--- src/inc/imht_consts.vh ---
`ifndef IMHT_CONSTS_VH
`define IMHT_CONSTS_VH

// register offsets
`define IMHT_OFF_STATUS_ONE   8'h41
`define IMHT_OFF_STATUS_TWO   8'h42
`define IMHT_OFF_MASK_ONE     8'h74
`define IMHT_OFF_MASK_TWO     8'h75
`define IMHT_OFF_CONFIG_THREE 8'h78
`define IMHT_OFF_HOT_COUNT    8'h79
`define IMHT_OFF_HOT_LIMIT    8'h7a
`define IMHT_OFF_CONFIG_FOUR  8'h7d

// reset values
`define IMHT_RST_MASK_ONE     8'h00
`define IMHT_RST_MASK_TWO     8'h00
`define IMHT_RST_CONFIG_THREE 8'h00
`define IMHT_RST_HOT_LIMIT    8'h00
`define IMHT_RST_CONFIG_FOUR  8'h00

// configuration three fields
`define IMHT_C3_ALERT_EN      0
`define IMHT_C3_HOT_EN        1
`define IMHT_C3_FULL_SPEED    2
// configuration four fields
`define IMHT_C4_ALT_ALERT     0
`define IMHT_C4_HOT_PIN_SEL   1

// mask and status fields
`define IMHT_M1_SUMMARY       7
`define IMHT_S2_FOURTH_FAN_FAIL_OR_HOT   5

// timing
`define IMHT_CLK_PERIOD_NS    10
`define IMHT_HOT_TICK_NS      22760000

`endif

--- src/rtl/imht_hot_timer.v ---
`timescale 1ns/10ps
`include "imht_consts.vh"

// accumulates hot-event assertion time in 22.76 ms units
module imht_hot_timer #(
	parameter integer TICK_CYCLES = `IMHT_HOT_TICK_NS / `IMHT_CLK_PERIOD_NS,
	parameter integer PRE_WIDTH   = 22
) (
	input  wire       clk,
	input  wire       rst_n,
	input  wire       hot_active,
	input  wire       clear_rd,
	output wire [7:0] count_value
);

	localparam integer         PRE_LAST_FULL = TICK_CYCLES - 1;
	localparam [PRE_WIDTH-1:0] PRE_LAST      = PRE_LAST_FULL[PRE_WIDTH-1:0];

	reg [PRE_WIDTH-1:0] pre;
	reg [7:0]           ticks;
	reg                 seen;

	always @(posedge clk) begin
		if (!rst_n) begin
			pre   <= {PRE_WIDTH{1'b0}};
			ticks <= 8'h00;
			seen  <= 1'b0;
		end else if (clear_rd) begin
			// read clears; an ongoing assertion restarts at one
			pre   <= {PRE_WIDTH{1'b0}};
			ticks <= 8'h00;
			seen  <= hot_active;
		end else if (hot_active) begin
			seen <= 1'b1;
			if (ticks != 8'hff) begin
				if (pre == PRE_LAST) begin
					pre   <= {PRE_WIDTH{1'b0}};
					ticks <= ticks + 8'h01;
				end else begin
					pre <= pre + {{(PRE_WIDTH-1){1'b0}}, 1'b1};
				end
			end
		end
	end

	// below two units only the first-assertion flag shows in bit 0
	assign count_value = (ticks >= 8'h02) ? ticks : {7'h00, seen};

endmodule // imht_hot_timer

--- src/rtl/imht_top.v ---
`timescale 1ns/10ps
`include "imht_consts.vh"

module imht_top #(
	parameter integer FANS        = 3,
	parameter integer TICK_CYCLES = `IMHT_HOT_TICK_NS / `IMHT_CLK_PERIOD_NS
) (
	input  wire            SYS_CLK,
	input  wire            RST_N,
	input  wire [7:0]      REG_ADDR,
	input  wire [7:0]      REG_WDATA,
	input  wire            REG_WR,
	input  wire            REG_RD,
	output reg  [7:0]      REG_RDATA,
	input  wire [6:0]      STATUS_ONE_COND,
	input  wire [7:0]      STATUS_TWO_COND,
	input  wire            HOT_PIN_A_N,
	input  wire            HOT_PIN_B_N,
	input  wire [FANS-1:0] FAN_RUNNING,
	output reg  [FANS-1:0] FAN_FULL_SPEED,
	output reg             ALERT_A_OUT,
	output reg             ALERT_A_OE,
	output reg             ALERT_B_OUT,
	output reg             ALERT_B_OE
);

	function hit;
		input [7:0] addr;
		input [7:0] offset;
		begin
			hit = (addr == offset);
		end
	endfunction

	// software registers
	reg [7:0] interrupt_mask_one;
	reg [7:0] interrupt_mask_two;
	reg [7:0] configuration_three;
	reg [7:0] hot_duration_limit;
	reg [7:0] configuration_four;

	// sticky status
	reg [6:0] status_one;
	reg [7:0] status_two;

	wire       rd_status_one;
	wire       rd_status_two;
	wire       rd_hot_count;
	wire       wr_mask_one;
	wire       wr_mask_two;
	wire       wr_config_three;
	wire       wr_hot_limit;
	wire       wr_config_four;

	assign rd_status_one   = REG_RD & hit(REG_ADDR, `IMHT_OFF_STATUS_ONE);
	assign rd_status_two   = REG_RD & hit(REG_ADDR, `IMHT_OFF_STATUS_TWO);
	assign rd_hot_count    = REG_RD & hit(REG_ADDR, `IMHT_OFF_HOT_COUNT);
	assign wr_mask_one     = REG_WR & hit(REG_ADDR, `IMHT_OFF_MASK_ONE);
	assign wr_mask_two     = REG_WR & hit(REG_ADDR, `IMHT_OFF_MASK_TWO);
	assign wr_config_three = REG_WR & hit(REG_ADDR, `IMHT_OFF_CONFIG_THREE);
	assign wr_hot_limit    = REG_WR & hit(REG_ADDR, `IMHT_OFF_HOT_LIMIT);
	assign wr_config_four  = REG_WR & hit(REG_ADDR, `IMHT_OFF_CONFIG_FOUR);

	// hot-event input selection
	wire hot_enable;
	wire hot_on_pin_b;
	wire hot_active;

	assign hot_enable   = configuration_three[`IMHT_C3_HOT_EN];
	assign hot_on_pin_b = configuration_four[`IMHT_C4_HOT_PIN_SEL];
	// only the selected pin is watched, never both
	assign hot_active   = hot_enable &
		(hot_on_pin_b ? ~HOT_PIN_B_N : ~HOT_PIN_A_N);

	// duration counter
	wire [7:0] hot_count;

	imht_hot_timer #(
		.TICK_CYCLES (TICK_CYCLES),
		.PRE_WIDTH   (22)
	) u_hot_timer (
		.clk         (SYS_CLK),
		.rst_n       (RST_N),
		.hot_active  (hot_active),
		.clear_rd    (rd_hot_count),
		.count_value (hot_count)
	);

	// limit comparison
	wire hot_over_limit;

	assign hot_over_limit = hot_enable & (hot_count > hot_duration_limit);

	// status two set conditions; bit 5 shared by fan four and hot
	wire [7:0] status_two_set;
	wire       fourth_fan_fail_fail_used;

	// fan four speed input is lost when it carries the hot event
	assign fourth_fan_fail_fail_used = ~(hot_enable & ~hot_on_pin_b);

	assign status_two_set[7:6] = STATUS_TWO_COND[7:6];
	assign status_two_set[5]   = (STATUS_TWO_COND[5] & fourth_fan_fail_fail_used) |
		hot_over_limit;
	assign status_two_set[4:0] = STATUS_TWO_COND[4:0];

	// sticky bits: a condition present in the read cycle wins
	genvar i;
	generate
		for (i = 0; i < 7; i = i + 1) begin : g_status_one
			always @(posedge SYS_CLK) begin
				if (!RST_N) begin
					status_one[i] <= 1'b0;
				end else if (STATUS_ONE_COND[i]) begin
					status_one[i] <= 1'b1;
				end else if (rd_status_one) begin
					status_one[i] <= 1'b0;
				end
			end
		end
		for (i = 0; i < 8; i = i + 1) begin : g_status_two
			always @(posedge SYS_CLK) begin
				if (!RST_N) begin
					status_two[i] <= 1'b0;
				end else if (status_two_set[i]) begin
					status_two[i] <= 1'b1;
				end else if (rd_status_two) begin
					status_two[i] <= 1'b0;
				end
			end
		end
	endgenerate

	wire status_two_summary;

	assign status_two_summary = |status_two;

	// register writes
	always @(posedge SYS_CLK) begin
		if (!RST_N) begin
			interrupt_mask_one  <= `IMHT_RST_MASK_ONE;
			interrupt_mask_two  <= `IMHT_RST_MASK_TWO;
			configuration_three <= `IMHT_RST_CONFIG_THREE;
			hot_duration_limit  <= `IMHT_RST_HOT_LIMIT;
			configuration_four  <= `IMHT_RST_CONFIG_FOUR;
		end else begin
			if (wr_mask_one) begin
				interrupt_mask_one <= REG_WDATA;
			end
			if (wr_mask_two) begin
				interrupt_mask_two <= REG_WDATA;
			end
			if (wr_config_three) begin
				configuration_three <= REG_WDATA;
			end
			if (wr_hot_limit) begin
				hot_duration_limit <= REG_WDATA;
			end
			if (wr_config_four) begin
				configuration_four <= REG_WDATA;
			end
		end
	end

	// register reads, one cycle after the strobe
	always @(posedge SYS_CLK) begin
		if (!RST_N) begin
			REG_RDATA <= 8'h00;
		end else if (REG_RD) begin
			if (hit(REG_ADDR, `IMHT_OFF_STATUS_ONE)) begin
				REG_RDATA <= {status_two_summary, status_one};
			end else if (hit(REG_ADDR, `IMHT_OFF_STATUS_TWO)) begin
				REG_RDATA <= status_two;
			end else if (hit(REG_ADDR, `IMHT_OFF_MASK_ONE)) begin
				REG_RDATA <= interrupt_mask_one;
			end else if (hit(REG_ADDR, `IMHT_OFF_MASK_TWO)) begin
				REG_RDATA <= interrupt_mask_two;
			end else if (hit(REG_ADDR, `IMHT_OFF_CONFIG_THREE)) begin
				REG_RDATA <= configuration_three;
			end else if (hit(REG_ADDR, `IMHT_OFF_HOT_COUNT)) begin
				REG_RDATA <= hot_count;
			end else if (hit(REG_ADDR, `IMHT_OFF_HOT_LIMIT)) begin
				REG_RDATA <= hot_duration_limit;
			end else if (hit(REG_ADDR, `IMHT_OFF_CONFIG_FOUR)) begin
				REG_RDATA <= configuration_four;
			end else begin
				REG_RDATA <= 8'h00;
			end
		end
	end

	// alert request from unmasked status
	wire alert_from_one;
	wire alert_from_two;
	wire alert_request;

	assign alert_from_one = |(status_one & ~interrupt_mask_one[6:0]);
	// summary mask blocks every status-two source at once
	assign alert_from_two = (|(status_two & ~interrupt_mask_two)) &
		~interrupt_mask_one[`IMHT_M1_SUMMARY];
	// follows sticky status, so it holds until the read clears it
	assign alert_request  = alert_from_one | alert_from_two;

	// open-drain alert pins, pulled low only while enabled
	always @(posedge SYS_CLK) begin
		if (!RST_N) begin
			ALERT_A_OUT <= 1'b0;
			ALERT_A_OE  <= 1'b0;
			ALERT_B_OUT <= 1'b0;
			ALERT_B_OE  <= 1'b0;
		end else begin
			ALERT_A_OUT <= 1'b0;
			ALERT_B_OUT <= 1'b0;
			ALERT_A_OE  <= configuration_three[`IMHT_C3_ALERT_EN] &
				alert_request;
			ALERT_B_OE  <= configuration_four[`IMHT_C4_ALT_ALERT] &
				alert_request;
		end
	end

	// fan full-speed override
	wire full_speed_req;

	assign full_speed_req = configuration_three[`IMHT_C3_FULL_SPEED] & hot_active;

	always @(posedge SYS_CLK) begin
		if (!RST_N) begin
			FAN_FULL_SPEED <= {FANS{1'b0}};
		end else begin
			FAN_FULL_SPEED <= {FANS{full_speed_req}} & FAN_RUNNING;
		end
	end

endmodule // imht_top

--- config.mk ---
export PLATFORM = sky130hd
export DESIGN_NAME = imht_top
export DESIGN_NICKNAME = d
export VERILOG_FILES = /design/src/rtl/imht_hot_timer.v /design/src/rtl/imht_top.v
export VERILOG_INCLUDE_DIRS = /design/src /design/src/inc
export SDC_FILE = /design/constraint.sdc
export NUM_CORES = 1
export LEC_CHECK = 0
export ABC_AREA = 1
export BUFFER_PORTS_ARGS = -buffer_cell sky130_fd_sc_hd__buf_2
export CORE_MARGIN = 3
export CORE_UTILIZATION = 30
export DETAILED_ROUTE_END_ITERATION = 6
export GPL_ROUTABILITY_DRIVEN = 0
export GPL_TIMING_DRIVEN = 0
export SKIP_LAST_GASP = 1
export SLEW_MARGIN = 20
export SYNTH_ARGS = -nofsm -noshare
export SYNTH_HDL_FRONTEND = slang
export SYNTH_SLANG_ARGS = --single-unit
export TNS_END_PERCENT = 20
--- constraint.sdc ---
create_clock -name SYS_CLK -period 2.13 [get_ports SYS_CLK]
set_input_delay 0.426 -clock SYS_CLK [delete_from_list [all_inputs] [get_ports SYS_CLK]]
set_output_delay 0.426 -clock SYS_CLK [all_outputs]
set_load 0.02 [all_outputs]
=== Word-level counts from Yosys, hierarchy flattened ===
Index checks and enable logic that the tools add are counted.

* Flip-flop bits (word level): 99
* Bits in latches: 0
* Memory bits (writable): 0
* ROM bits: 0
* Input port bits: 40
* Output and inout bits: 15
* Word-level logic and storage cells: 122
* Memories kept: 0

* $add $sub $neg: 2
* Multiply operators: 0
* Div/mod/pow operators: 0
* Magnitude comparators: 2
* Equality and inequality tests: 10
* Shift-type cells: 0
* Multiplexer cells: 30
* Bitwise logic cells: 29
* Reductions and logical operators: 22

{| class="wikitable"
|+ Operators by type and width
! kind !! count
|-
| two-way mux 8 bit || 9
|-
| == test 8 x 7 -> 1 bit, second input constant || 8
|-
| nonzero test 2 bit || 16
|-
| adder 22 x 1 -> 22 bit, second input constant || 1
|-
| == test 22 bit, second input constant || 1
|-
| two-way mux 22 bit || 1
|-
| two-way mux 1 bit || 20
|-
| AND 1 bit || 16
|-
| OR reduction 8 bit || 2
|-
| adder 8 x 1 -> 8 bit, second input constant || 1
|-
| AND 8 bit || 1
|-
| greater-or-equal comparator 8 x 2 -> 1 bit, second input constant || 1
|-
| greater-than comparator 8 bit || 1
|-
| != test 8 bit, second input constant || 1
|-
| inverter 8 bit || 1
|-
| AND 7 bit || 1
|-
| inverter 7 bit || 1
|-
| OR reduction 7 bit || 1
|-
| inverter 1 bit || 6
|-
| AND 3 bit || 1
|-
| AND reduction 3 bit || 1
|-
| bitwise OR 1 bit || 2
|-
| AND reduction 2 bit || 1
|-
| OR reduction 2 bit || 1
|}

=== Logic depth before layout (Yosys ltp) ===
Gate-level depths: netlist of run 1.

* Word-level depth: 9
* Mapped depth: 14
* Mapped depth without buffers: 14

=== Modules after synthesis ===
Synthesis of run 1 repeated with hierarchy kept, for this count alone.

* Cells, all modules: 740
* Area total of the unflattened synthesis: 5251.3 um2

{| class="wikitable"
|+ Modules (own cells, without submodules)
! module !! times used !! cells an instance !! area an instance (um2) !! seq. area each (um2)
|-
| imht_top || 1 || 445 || 3270.6 || 1361.3
|-
| imht_hot_timer || 1 || 295 || 1980.6 || 620.6
|}

=== Worst setup path after synthesis of run 1 ===
Ideal clock, no wire load.

* Path type: register to register
* Start: reg u_hot_timer.ticks[0]
* End: reg status_two[5]
* Setup time: 0.072 ns
* Arrival: 1.700 ns
* Required time: 2.058 ns
* Setup slack: 0.358 ns
* Cell stages (with the launch flop): 14
* Path buffers: 0
* Period minus slack after synthesis: 1.772 ns
* Cell sequence: dfxtp_1 > inv_1 > ha_1 > nor2_1 > nand2_1 > o21ai_0 > nand2_1 > ha_1 > inv_1 > a21oi_1 > o21a_1 > o221ai_1 > nand2_1 > a21oi_1

* Word-level cells in the longest chain between the ends: 6
* Elaborated cells between the ends (all ways): 7
* Classes of those cells: 2 x order compare; 2 x mux; 2 x bitwise; 1 x reduce/logical

{| class="wikitable"
|+ Ends and longest elaborated chain
! item !! RTL line !! source
|-
| start, declared || imht_hot_timer.v:20 || <nowiki>reg [7:0] ticks;</nowiki>
|-
| start signal, assigned || imht_hot_timer.v:38 || <nowiki>ticks <= ticks + 8'h01;</nowiki>
|-
| greater-or-equal comparator 8 x 2 -> 1 bit || imht_hot_timer.v:47 || <nowiki>assign count_value = (ticks >= 8'h02) ? ticks : {7'h00, seen};</nowiki>
|-
| two-way mux 8 bit (*) || imht_hot_timer.v:47 ||
|-
| greater-than comparator 8 bit (*) || imht_top.v:92 || <nowiki>assign hot_over_limit = hot_enable & (hot_count > hot_duration_limit);</nowiki>
|-
| AND 1 bit (*) || imht_top.v:92 ||
|-
| bitwise OR 1 bit (*) || imht_top.v:102 || <nowiki>assign status_two_set[5] = (STATUS_TWO_COND[5] & fourth_fan_fail_fail_used) |</nowiki>
|-
| two-way mux 1 bit or nonzero test 2 bit (tied branches) || - ||
|-
| end signal, assigned by index || imht_top.v:123 || <nowiki>status_two[i] <= 1'b0;</nowiki>
|-
| end signal, assigned by index || imht_top.v:125 || <nowiki>status_two[i] <= 1'b1;</nowiki>
|-
| end signal, assigned by index || imht_top.v:127 || <nowiki>status_two[i] <= 1'b0;</nowiki>
|-
| end, declared || imht_top.v:44 || <nowiki>reg [7:0] status_two;</nowiki>
|}

Every way passes the cells marked *; elsewhere a longest branch is shown, timed or not.
A chain may end at the register's enable or synchronous reset.

=== Final worst setup path of run 1 ===
Same ends and word-level chain as after synthesis.

==> reports/metrics.yaml, run 1 <==
run_status: "complete, no violations"
cts_hold_buf: 0
fp.dieH_um: 139
mostFrequentLayoutCell: "nand2_1"
grt_pass1_vias: 4799
rows: 48
r2r-start: "u_hot_timer.ticks[0]"
clk_latency_ps: 360
path_max_fanout: 5
required_ps: 2420
antenna-diode-count: 0
multi_input_comb_area_mm2: 0.00275
layout_common_cells: "138 x nand2_1, 97 x dfxtp_1, 95 x inv_1"
synth-seq-cells: 99
final_cells: 1062
p_per_area_mw_per_mm2: 616
cts_tree: "built"
crit_path_frequent_cell: "nand2_1"
cp_cell_sequence: "inv_2, ha_1, nor2_1, nand2_1, o21ai_2, nand2_1, ha_1, inv_1, a21oi_1, o21a_1, o221ai_1, nand2_1, a21oi_1"
maxCapViolations: 0
worst_slack_ps: 209
drt-wirelength-per-cell_um: 13.7
netlist_instances: 769
grt_use_total_pct: 15.3
drt_iter0_drc: 332
fin_hold_ws_ps: 268
drt_pass1_iterations: 5
min_period_ps: 1920
cts_buffer_depth: 2
irDropWorstVdd_uv: 371
crit_arrival_ps: 2210
ys_warn_count: 0
grt-ovfl-total: 0
post-route-util_pct: 35.7
synthArstFlopShare_pct: 0
slew_viol_final: 0
cts_sinks: 99
vias_per_cell: 4.73
final-setup-viol-count: 0
finalPower_mw: 3.80
dp_cells: 1046
start_util_pct: 30.8
place_area_mm2: 0.00586
tightest_slew_ps: 747
nets: 883
core_mm2: 0.0173
reg2reg_to: "status_two[5]"
synthToLayoutAreaGrowth_pct: 16.0
period_share_pct: 90.2
die_w_um: 139
synth-edff-count: 0
max_freq_mhz: 520
ant_nets: 0
power_leakage_nw: 2.41
clkTransAtPathRegs_ps: 80
post-dp-hpwl_um: 11100
fin_skew_ps: 10.7
preCtsSetupSlack_ps: 41.6
maxSlewHeadroom_pct: 48.9
synth_cell_types: 53
endpoint_kind: "flop"
fillers: 1884
register_area_mm2: 0.00198
dieArea_mm2: 0.0194
start_kind: "flop"
cts-root-buf: "clkbuf_16"
drive_above_1_share_pct: 15.7
syn_area_mm2: 0.00532
grt_pass1_wl_um: 24100
wirelength_um: 14500
critical_path_class: "reg2reg"
port_buffers: 51
num_io_pins: 55
tns_ps: 0
slowest_stage: "dfxtp_2"
worstSetupStartpoint: "u_hot_timer.ticks[0]"
post-route-drc-count: 0
hold_violations: 0
final_area_mm2: 0.00617
routed-via-count: 5026
cts_resized: 0
rsz0062_at_grt: "false"
min_path_type: "in2reg"
seq_area_frac_synth_pct: 37.3
slowest_delay_ps: 360
cts_buffers: 9
reg2regPathDepth: 13
avgSynthCellArea_um2: 6.92
ys.flop_type: "dfxtp_1"
cts_setup_buffers: 0
r2r_setup_slack_ps: 210
antenna_found_initial: 0
grt_max_degree: 20
cts.htree.levels: 3
cp-endpoint: "status_two[5]"
[Yosys cell counts (5+ instances only)]
cell type,instances,area share (%)
xor2_1,7,1.2
dfxtp_1,99,37
nand4_1,20,2.4
nor2_1,80,5.6
nor3_1,9,0.85
buf_4,5,0.71
a21oi_1,90,8.5
buf_2,9,0.85
inv_1,96,6.8
o21ai_0,57,5.4
nand2_2,6,0.71
ha_1,11,2.6
nand2_1,138,9.7
clkbuf_1,15,1.1
nand3_1,58,5.5
inv_2,5,0.35
[area by class of cell]
class                   instances  area share [%]
clock inverters                 6            1.05
multi-input cells             531            44.6
well taps                     225            4.56
clock buffers                  10            3.87
plain buffers                  33            2.88
repair buffers                 51            4.14
inverters                     107            6.69
flip-flops and latches         99            32.2
[critical path, delay by kind of cell, from the launching register on]
kind	cells	cell delay, ps
DFF	1	360
adders and majority gates	2	370
buffers and inverters	2	120
AOI/OAI and AO/OA	5	650
and+or+nand+nor	4	370
[layer usage]
layer,global-route usage [%],up-vias,wire length (um)
li1,-,2637,-
met1,20.2,2258,6920
met2,25.1,111,6710
met3,3.59,20,632
met4,4.33,0,272
met5,0,-,0
[sequential cells by signal, summed over array words and instances, names as in the netlist]
name / count
hot_duration_limit: 8
interrupt_mask_two: 8
status_one: 7
status_two: 8
u_hot_timer.seen: 1
configuration_three: 8
u_hot_timer.pre: 22
FAN_FULL_SPEED: 3
u_hot_timer.ticks: 8
ALERT_A_OE: 1
ALERT_B_OE: 1
configuration_four: 8
REG_RDATA: 8
interrupt_mask_one: 8
[cells by family after synthesis]
kind of cell | synth area share, %
xor+xnor | 1.65
flops | 37.3
other cells | 0.0705
buf+inv | 11.1
compound gates | 16.1
simple gates | 31.2
fa+ha+maj | 2.59
[worst min-delay path by stage]
stage                     startpoint               endpoint  slack, ps  cells after the start
2_1_floorplan  configuration_four[2]  configuration_four[2]        420                      2
3_3_place_gp   configuration_four[5]  configuration_four[5]        440                      2
3_5_place_dp   configuration_four[3]  configuration_four[3]        440                      2
4_1_cts           STATUS_ONE_COND[1]          status_one[1]        260                      3
5_1_grt           STATUS_ONE_COND[5]          status_one[5]        260                      3
6_report          STATUS_ONE_COND[4]          status_one[4]        270                      3
[report_power, final]
part / internal, mW / total [mW] / switching (mW)
clock network: 0.863 / 1.68 / 0.820
registers: 1.87 / 1.89 / 0.0177
logic: 0.0791 / 0.230 / 0.151
(Power assumes the default switching activity.)
==> run 2, diff against run 1 <==
==> constraint.sdc (replaced) <==
create_clock -name SYS_CLK -period 1.7 [get_ports SYS_CLK]
set_input_delay 0.34 -clock SYS_CLK [delete_from_list [all_inputs] [get_ports SYS_CLK]]
set_output_delay 0.34 -clock SYS_CLK [all_outputs]
set_load 0.02 [all_outputs]
==> reports/metrics.yaml, run 2 (synthesis gave the netlist of run 1 again) <==
grt_pass1_vias: 4860
final_cells: 1072
cts.htree.levels: 3
mostFrequentLayoutCell: "nand2_1"
core_mm2: 0.0173
maxCapViolations: 0
layout_common_cells: "134 x nand2_1, 94 x dfxtp_1, 93 x inv_1"
r2r-start: "u_hot_timer.ticks[1]"
preCtsSetupSlack_ps: -296
drt-wirelength-per-cell_um: 13.6
r2r_setup_slack_ps: -80
die_w_um: 139
drt_iter0_drc: 374
rows: 48
start_util_pct: 30.8
clkTransAtPathRegs_ps: 80
vias_per_cell: 4.78
slew_viol_final: 0
start_kind: "flop"
max_freq_mhz: 563
largest_reg_flops: 22
period_share_pct: 105
antenna_found_initial: 0
worst_slack_ps: -77.2
register_area_mm2: 0.00199
cts_hold_buf: 0
final-setup-viol-count: 5
grt_pass1_wl_um: 24100
grt-ovfl-total: 0
cts_buffers: 9
hold_violations: 0
irDropWorstVdd_uv: 509
rsz0062_at_grt: "true"
critical_path_class: "reg2reg"
nets: 893
path_max_fanout: 7
cts_sinks: 99
clk_latency_ps: 360
synthToLayoutAreaGrowth_pct: 19.6
cts_buffer_depth: 2
fillers: 1881
routed-via-count: 5122
dieArea_mm2: 0.0194
min_path_type: "in2reg"
drt_pass1_iterations: 5
multi_input_comb_area_mm2: 0.00284
maxSlewHeadroom_pct: 44.6
ant_nets: 0
crit_arrival_ps: 2070
endpoint_kind: "flop"
fp.dieH_um: 139
post-dp-hpwl_um: 11000
grt_use_total_pct: 15.3
grt_max_degree: 20
cp-endpoint: "status_two[5]"
num_io_pins: 55
dp_cells: 1046
tightest_slew_ps: 810
min_period_ps: 1780
violations: "setup timing"
post-route-drc-count: 0
antenna-diode-count: 0
reg2regPathDepth: 12
run_status: "finished with violations"
p_per_area_mw_per_mm2: 750
required_ps: 1990
fin_skew_ps: 6.12
cts_tree: "built"
power_leakage_nw: 2.48
cts-root-buf: "clkbuf_16"
largest_register: "u_hot_timer.pre"
port_buffers: 51
drive_above_1_share_pct: 19.4
wirelength_um: 14600
reg2reg_to: "status_two[5]"
worstSetupStartpoint: "u_hot_timer.ticks[1]"
==> run 2: changes by cell type in the layout (fill, tap and decap cells not counted), sizes merged <==
cell and change:
buf +11, clkinv -2, clkbuf -1, clkinvlp +1, inv +1
==> run 2: worst max-delay path, stage by stage (launching register included) <==
cell	delay [ps]
dfxtp_4	360
buf_6	140
nor2_1	80
nand2_1	90
o21ai_2	170
nand2_1	80
ha_2	170
inv_2	50
a21oi_2	50
o21a_1	180
o221ai_2	150
nand2_2	90
a21oi_2	110
==> run 2: per-stage QoR <==
| stage | cell area [um^2] | total power, mW | hold slack, ps | setup TNS (ps) | utilization [%] |
|---|---|---|---|---|---|
| after floorplan | 5320 | 2.58 | 424 | 0 | - |
| after global placement | 5860 | 2.71 | 437 | -4890 | 33.9 |
| after detailed placement | 5860 | 2.71 | 444 | -5120 | 33.9 |
| after CTS | 6310 | 4.82 | 173 | -355 | 36.5 |
| after global routing | 6360 | 4.94 | 182 | -2340 | 36.8 |
| final | 6360 | 4.77 | 179 | -269 | 36.8 |
==> run 2: final cells by class <==
cell class	instances	share of cell area [%]
Clock inverter	6	1.00
Buffer	31	2.66
Tap cell	225	4.43
Inverter	107	6.53
Sequential cell	99	31.3
Clock buffer	10	3.76
Timing Repair Buffer	63	5.61
Multi-Input combinational cell	531	44.7
==> run 2: metal layers <==
metal | vias up | GRT usage [%] | wire length, um
li1 | 2664 | - | -
met4 | 0 | 4.17 | 303
met1 | 2314 | 20.1 | 6740
met3 | 26 | 3.66 | 746
met5 | - | 0 | 0
met2 | 118 | 25.2 | 6800
==> run 2: worst min path at each step <==
stage / start / endpoint / slack (ps) / cells past startpoint
5_1_grt: STATUS_ONE_COND[5] / status_one[5] / 180 / 3
3_5_place_dp: configuration_three[4] / configuration_three[4] / 440 / 2
3_3_place_gp: configuration_four[4] / configuration_four[4] / 440 / 2
4_1_cts: STATUS_ONE_COND[6] / status_one[6] / 170 / 3
6_report: STATUS_ONE_COND[5] / status_one[5] / 180 / 3
2_1_floorplan: configuration_four[2] / configuration_four[2] / 420 / 2
==> run 2: what timing repair did <==
action	4_1_cts	5_1_grt
cloned	0	0
setup buffers	10	2
pin swaps	11	13
resized for setup	21	15
endpoints found under the hold margin	0	0
endpoints found under the setup margin	28	29
==> run 2: power breakdown <==
group	internal, mW	switching (mW)	leakage [nW]
Combinational	0.0999	0.187	1.53
Clock	1.09	1.03	0.148
Sequential	2.34	0.0218	0.805
Total	3.53	1.24	2.48
==> run 3, diff against run 2 <==
==> constraint.sdc (replaced) <==
create_clock -name SYS_CLK -period 2.29 [get_ports SYS_CLK]
set_input_delay 0.458 -clock SYS_CLK [delete_from_list [all_inputs] [get_ports SYS_CLK]]
set_output_delay 0.458 -clock SYS_CLK [all_outputs]
set_load 0.02 [all_outputs]
==> reports/metrics.yaml, run 3 (synthesis gave the netlist of run 1 again) <==
slowest_delay_ps: 370
cts.htree.levels: 3
rows: 48
dieArea_mm2: 0.0194
cp_cell_sequence: "inv_1, ha_1, nor2_1, nand2_1, o21ai_1, nand2_1, ha_1, inv_1, a21oi_1, o21a_1, o221ai_1, nand2_1, a21oi_1"
cts_tree: "built"
run_status: "complete, no violations"
hold_start: "STATUS_ONE_COND[4]"
post-dp-hpwl_um: 11100
cpLargestDelayFamily: "compound AO/OA/AOI/OAI gates"
fp.dieH_um: 139
wirelength_um: 14500
cts-root-buf: "clkbuf_16"
cts_sinks: 99
grt_pass1_wl_um: 24100
start_kind: "flop"
seq_power_share_pct: 49.7
grt_pass1_vias: 4799
final_area_mm2: 0.00616
antenna-diode-count: 0
top_usage_layer: "met2"
maxSlewHeadroom_pct: 49.2
ant_nets: 0
fin_skew_ps: 9.81
grt-ovfl-total: 0
period_share_pct: 87.0
drt_pass1_iterations: 5
r2r_setup_slack_ps: 300
met3_usage_pct: 3.59
drt-wirelength-per-cell_um: 13.6
fillers: 1886
p_per_area_mw_per_mm2: 574
grtUsageMet1_pct: 20.2
finalPower_mw: 3.54
final-setup-viol-count: 0
vias_per_cell: 4.74
slowest_stage: "dfxtp_1"
layout_common_cells: "138 x nand2_1, 99 x dfxtp_1, 96 x inv_1"
hold_violations: 0
worst_slack_ps: 298
reg2reg_to: "status_two[5]"
synthToLayoutAreaGrowth_pct: 15.9
crit_arrival_ps: 2280
clk_latency_ps: 360
tns_ps: 0
switchingPower_mw: 0.919
min_period_ps: 1990
grt_max_degree: 20
final_cells: 1062
drt_iter0_drc: 322
crit_path_frequent_cell: "nand2_1"
reg2regPathDepth: 13
cts_buffers: 9
rsz0062_at_grt: "false"
core_mm2: 0.0173
met2_usage_pct: 25.1
tightest_slew_ps: 743
cts_buffer_depth: 2
grt_use_total_pct: 15.3
endpoint_kind: "flop"
num_io_pins: 55
routed-via-count: 5039
irDropWorstVdd_uv: 347
critPathBufInv: 2
power_frac_clock_pct: 44.3
power_frac_comb_pct: 6.0
fin_hold_ws_ps: 299
start_util_pct: 30.8
path_max_fanout: 5
required_ps: 2580
power_leakage_nw: 2.41
critical_path_class: "reg2reg"
mostFrequentLayoutCell: "nand2_1"
clkTransAtPathRegs_ps: 80
intPower_mw: 2.62
nets: 883
dp_cells: 1046
largest_reg_flops: 22
antenna_found_initial: 0
port_buffers: 51
min_path_type: "in2reg"
slew_viol_final: 0
preCtsSetupSlack_ps: 202
max_freq_mhz: 502
die_w_um: 139
swShare_pct: 26.0
r2r-start: "u_hot_timer.ticks[0]"
post-route-util_pct: 35.6
whs_endpoint: "status_one[4]"
place_area_mm2: 0.00586
largest_register: "u_hot_timer.pre"
maxCapViolations: 0
post-route-drc-count: 0
min_path_cells: 3
drive_above_1_share_pct: 15.2
[run 3: changes by cell type in the layout (fill, tap and decap cells not counted), sizes merged]
| cell | before | now |
|---|---|---|
| clkinvlp | 1 | 0 |
| buf | 79 | 68 |
| clkinv | 3 | 5 |
| clkbuf | 25 | 26 |
| inv | 109 | 108 |
[run 3: what timing repair did]
action                                  in CTS  in global routing
hold buffers                                 0                  0
buffers inserted                             0                  0
endpoints found under the setup margin       0                  1
gates resized for setup                      0                  1
hold endpoints to repair                     0                  0
[run 3: routing by layer]
| metal | share of wire (%) | wire length (um) |
|---|---|---|
| met5 | 0 | 0 |
| met4 | 1.9 | 270 |
| met3 | 4.4 | 630 |
| met2 | 46 | 6690 |
| met1 | 48 | 6880 |
[run 3: worst max-delay path by stage]
stage / start / to / slack [ps] / cells past startpoint
finish: u_hot_timer.ticks[0] / status_two[5] / 300 / 13
global route: u_hot_timer.ticks[0] / status_two[5] / 60 / 13
CTS: u_hot_timer.ticks[0] / status_two[5] / 190 / 13
detailed placement: u_hot_timer.ticks[0] / status_two[5] / 200 / 13
global placement: u_hot_timer.ticks[0] / status_two[5] / 230 / 13
floorplan: u_hot_timer.ticks[0] / status_two[5] / 520 / 13
[run 3: worst reg2reg max path: cells and delay by family, from the launching register on]
kind / cells / cell delay [ps]
buf+inv: 2 / 150
flops: 1 / 370
compound gates: 5 / 670
simple gates: 4 / 360
fa+ha+maj: 2 / 380
[run 3: cell type report]
type	instances	area, um^2	area share (%)
multi-input cells	531	2750	44.6
flip-flops and latches	99	1980	32.2
inverters	107	413	6.70
well taps	225	282	4.57
repair buffers	51	255	4.14
clock buffers	10	239	3.88
plain buffers	33	178	2.88
clock inverters	6	65.1	1.06
[run 3: power groups by stage]
| stage | registers (mW) | clock network, mW | logic (mW) |
|---|---|---|---|
| 2_1_floorplan | 1.79 | 0 | 0.122 |
| 3_5_place_dp | 1.80 | 0 | 0.213 |
| 5_1_grt | 1.76 | 1.66 | 0.240 |
| 3_3_place_gp | 1.80 | 0 | 0.212 |
| 4_1_cts | 1.76 | 1.60 | 0.214 |
| 6_report | 1.76 | 1.57 | 0.213 |
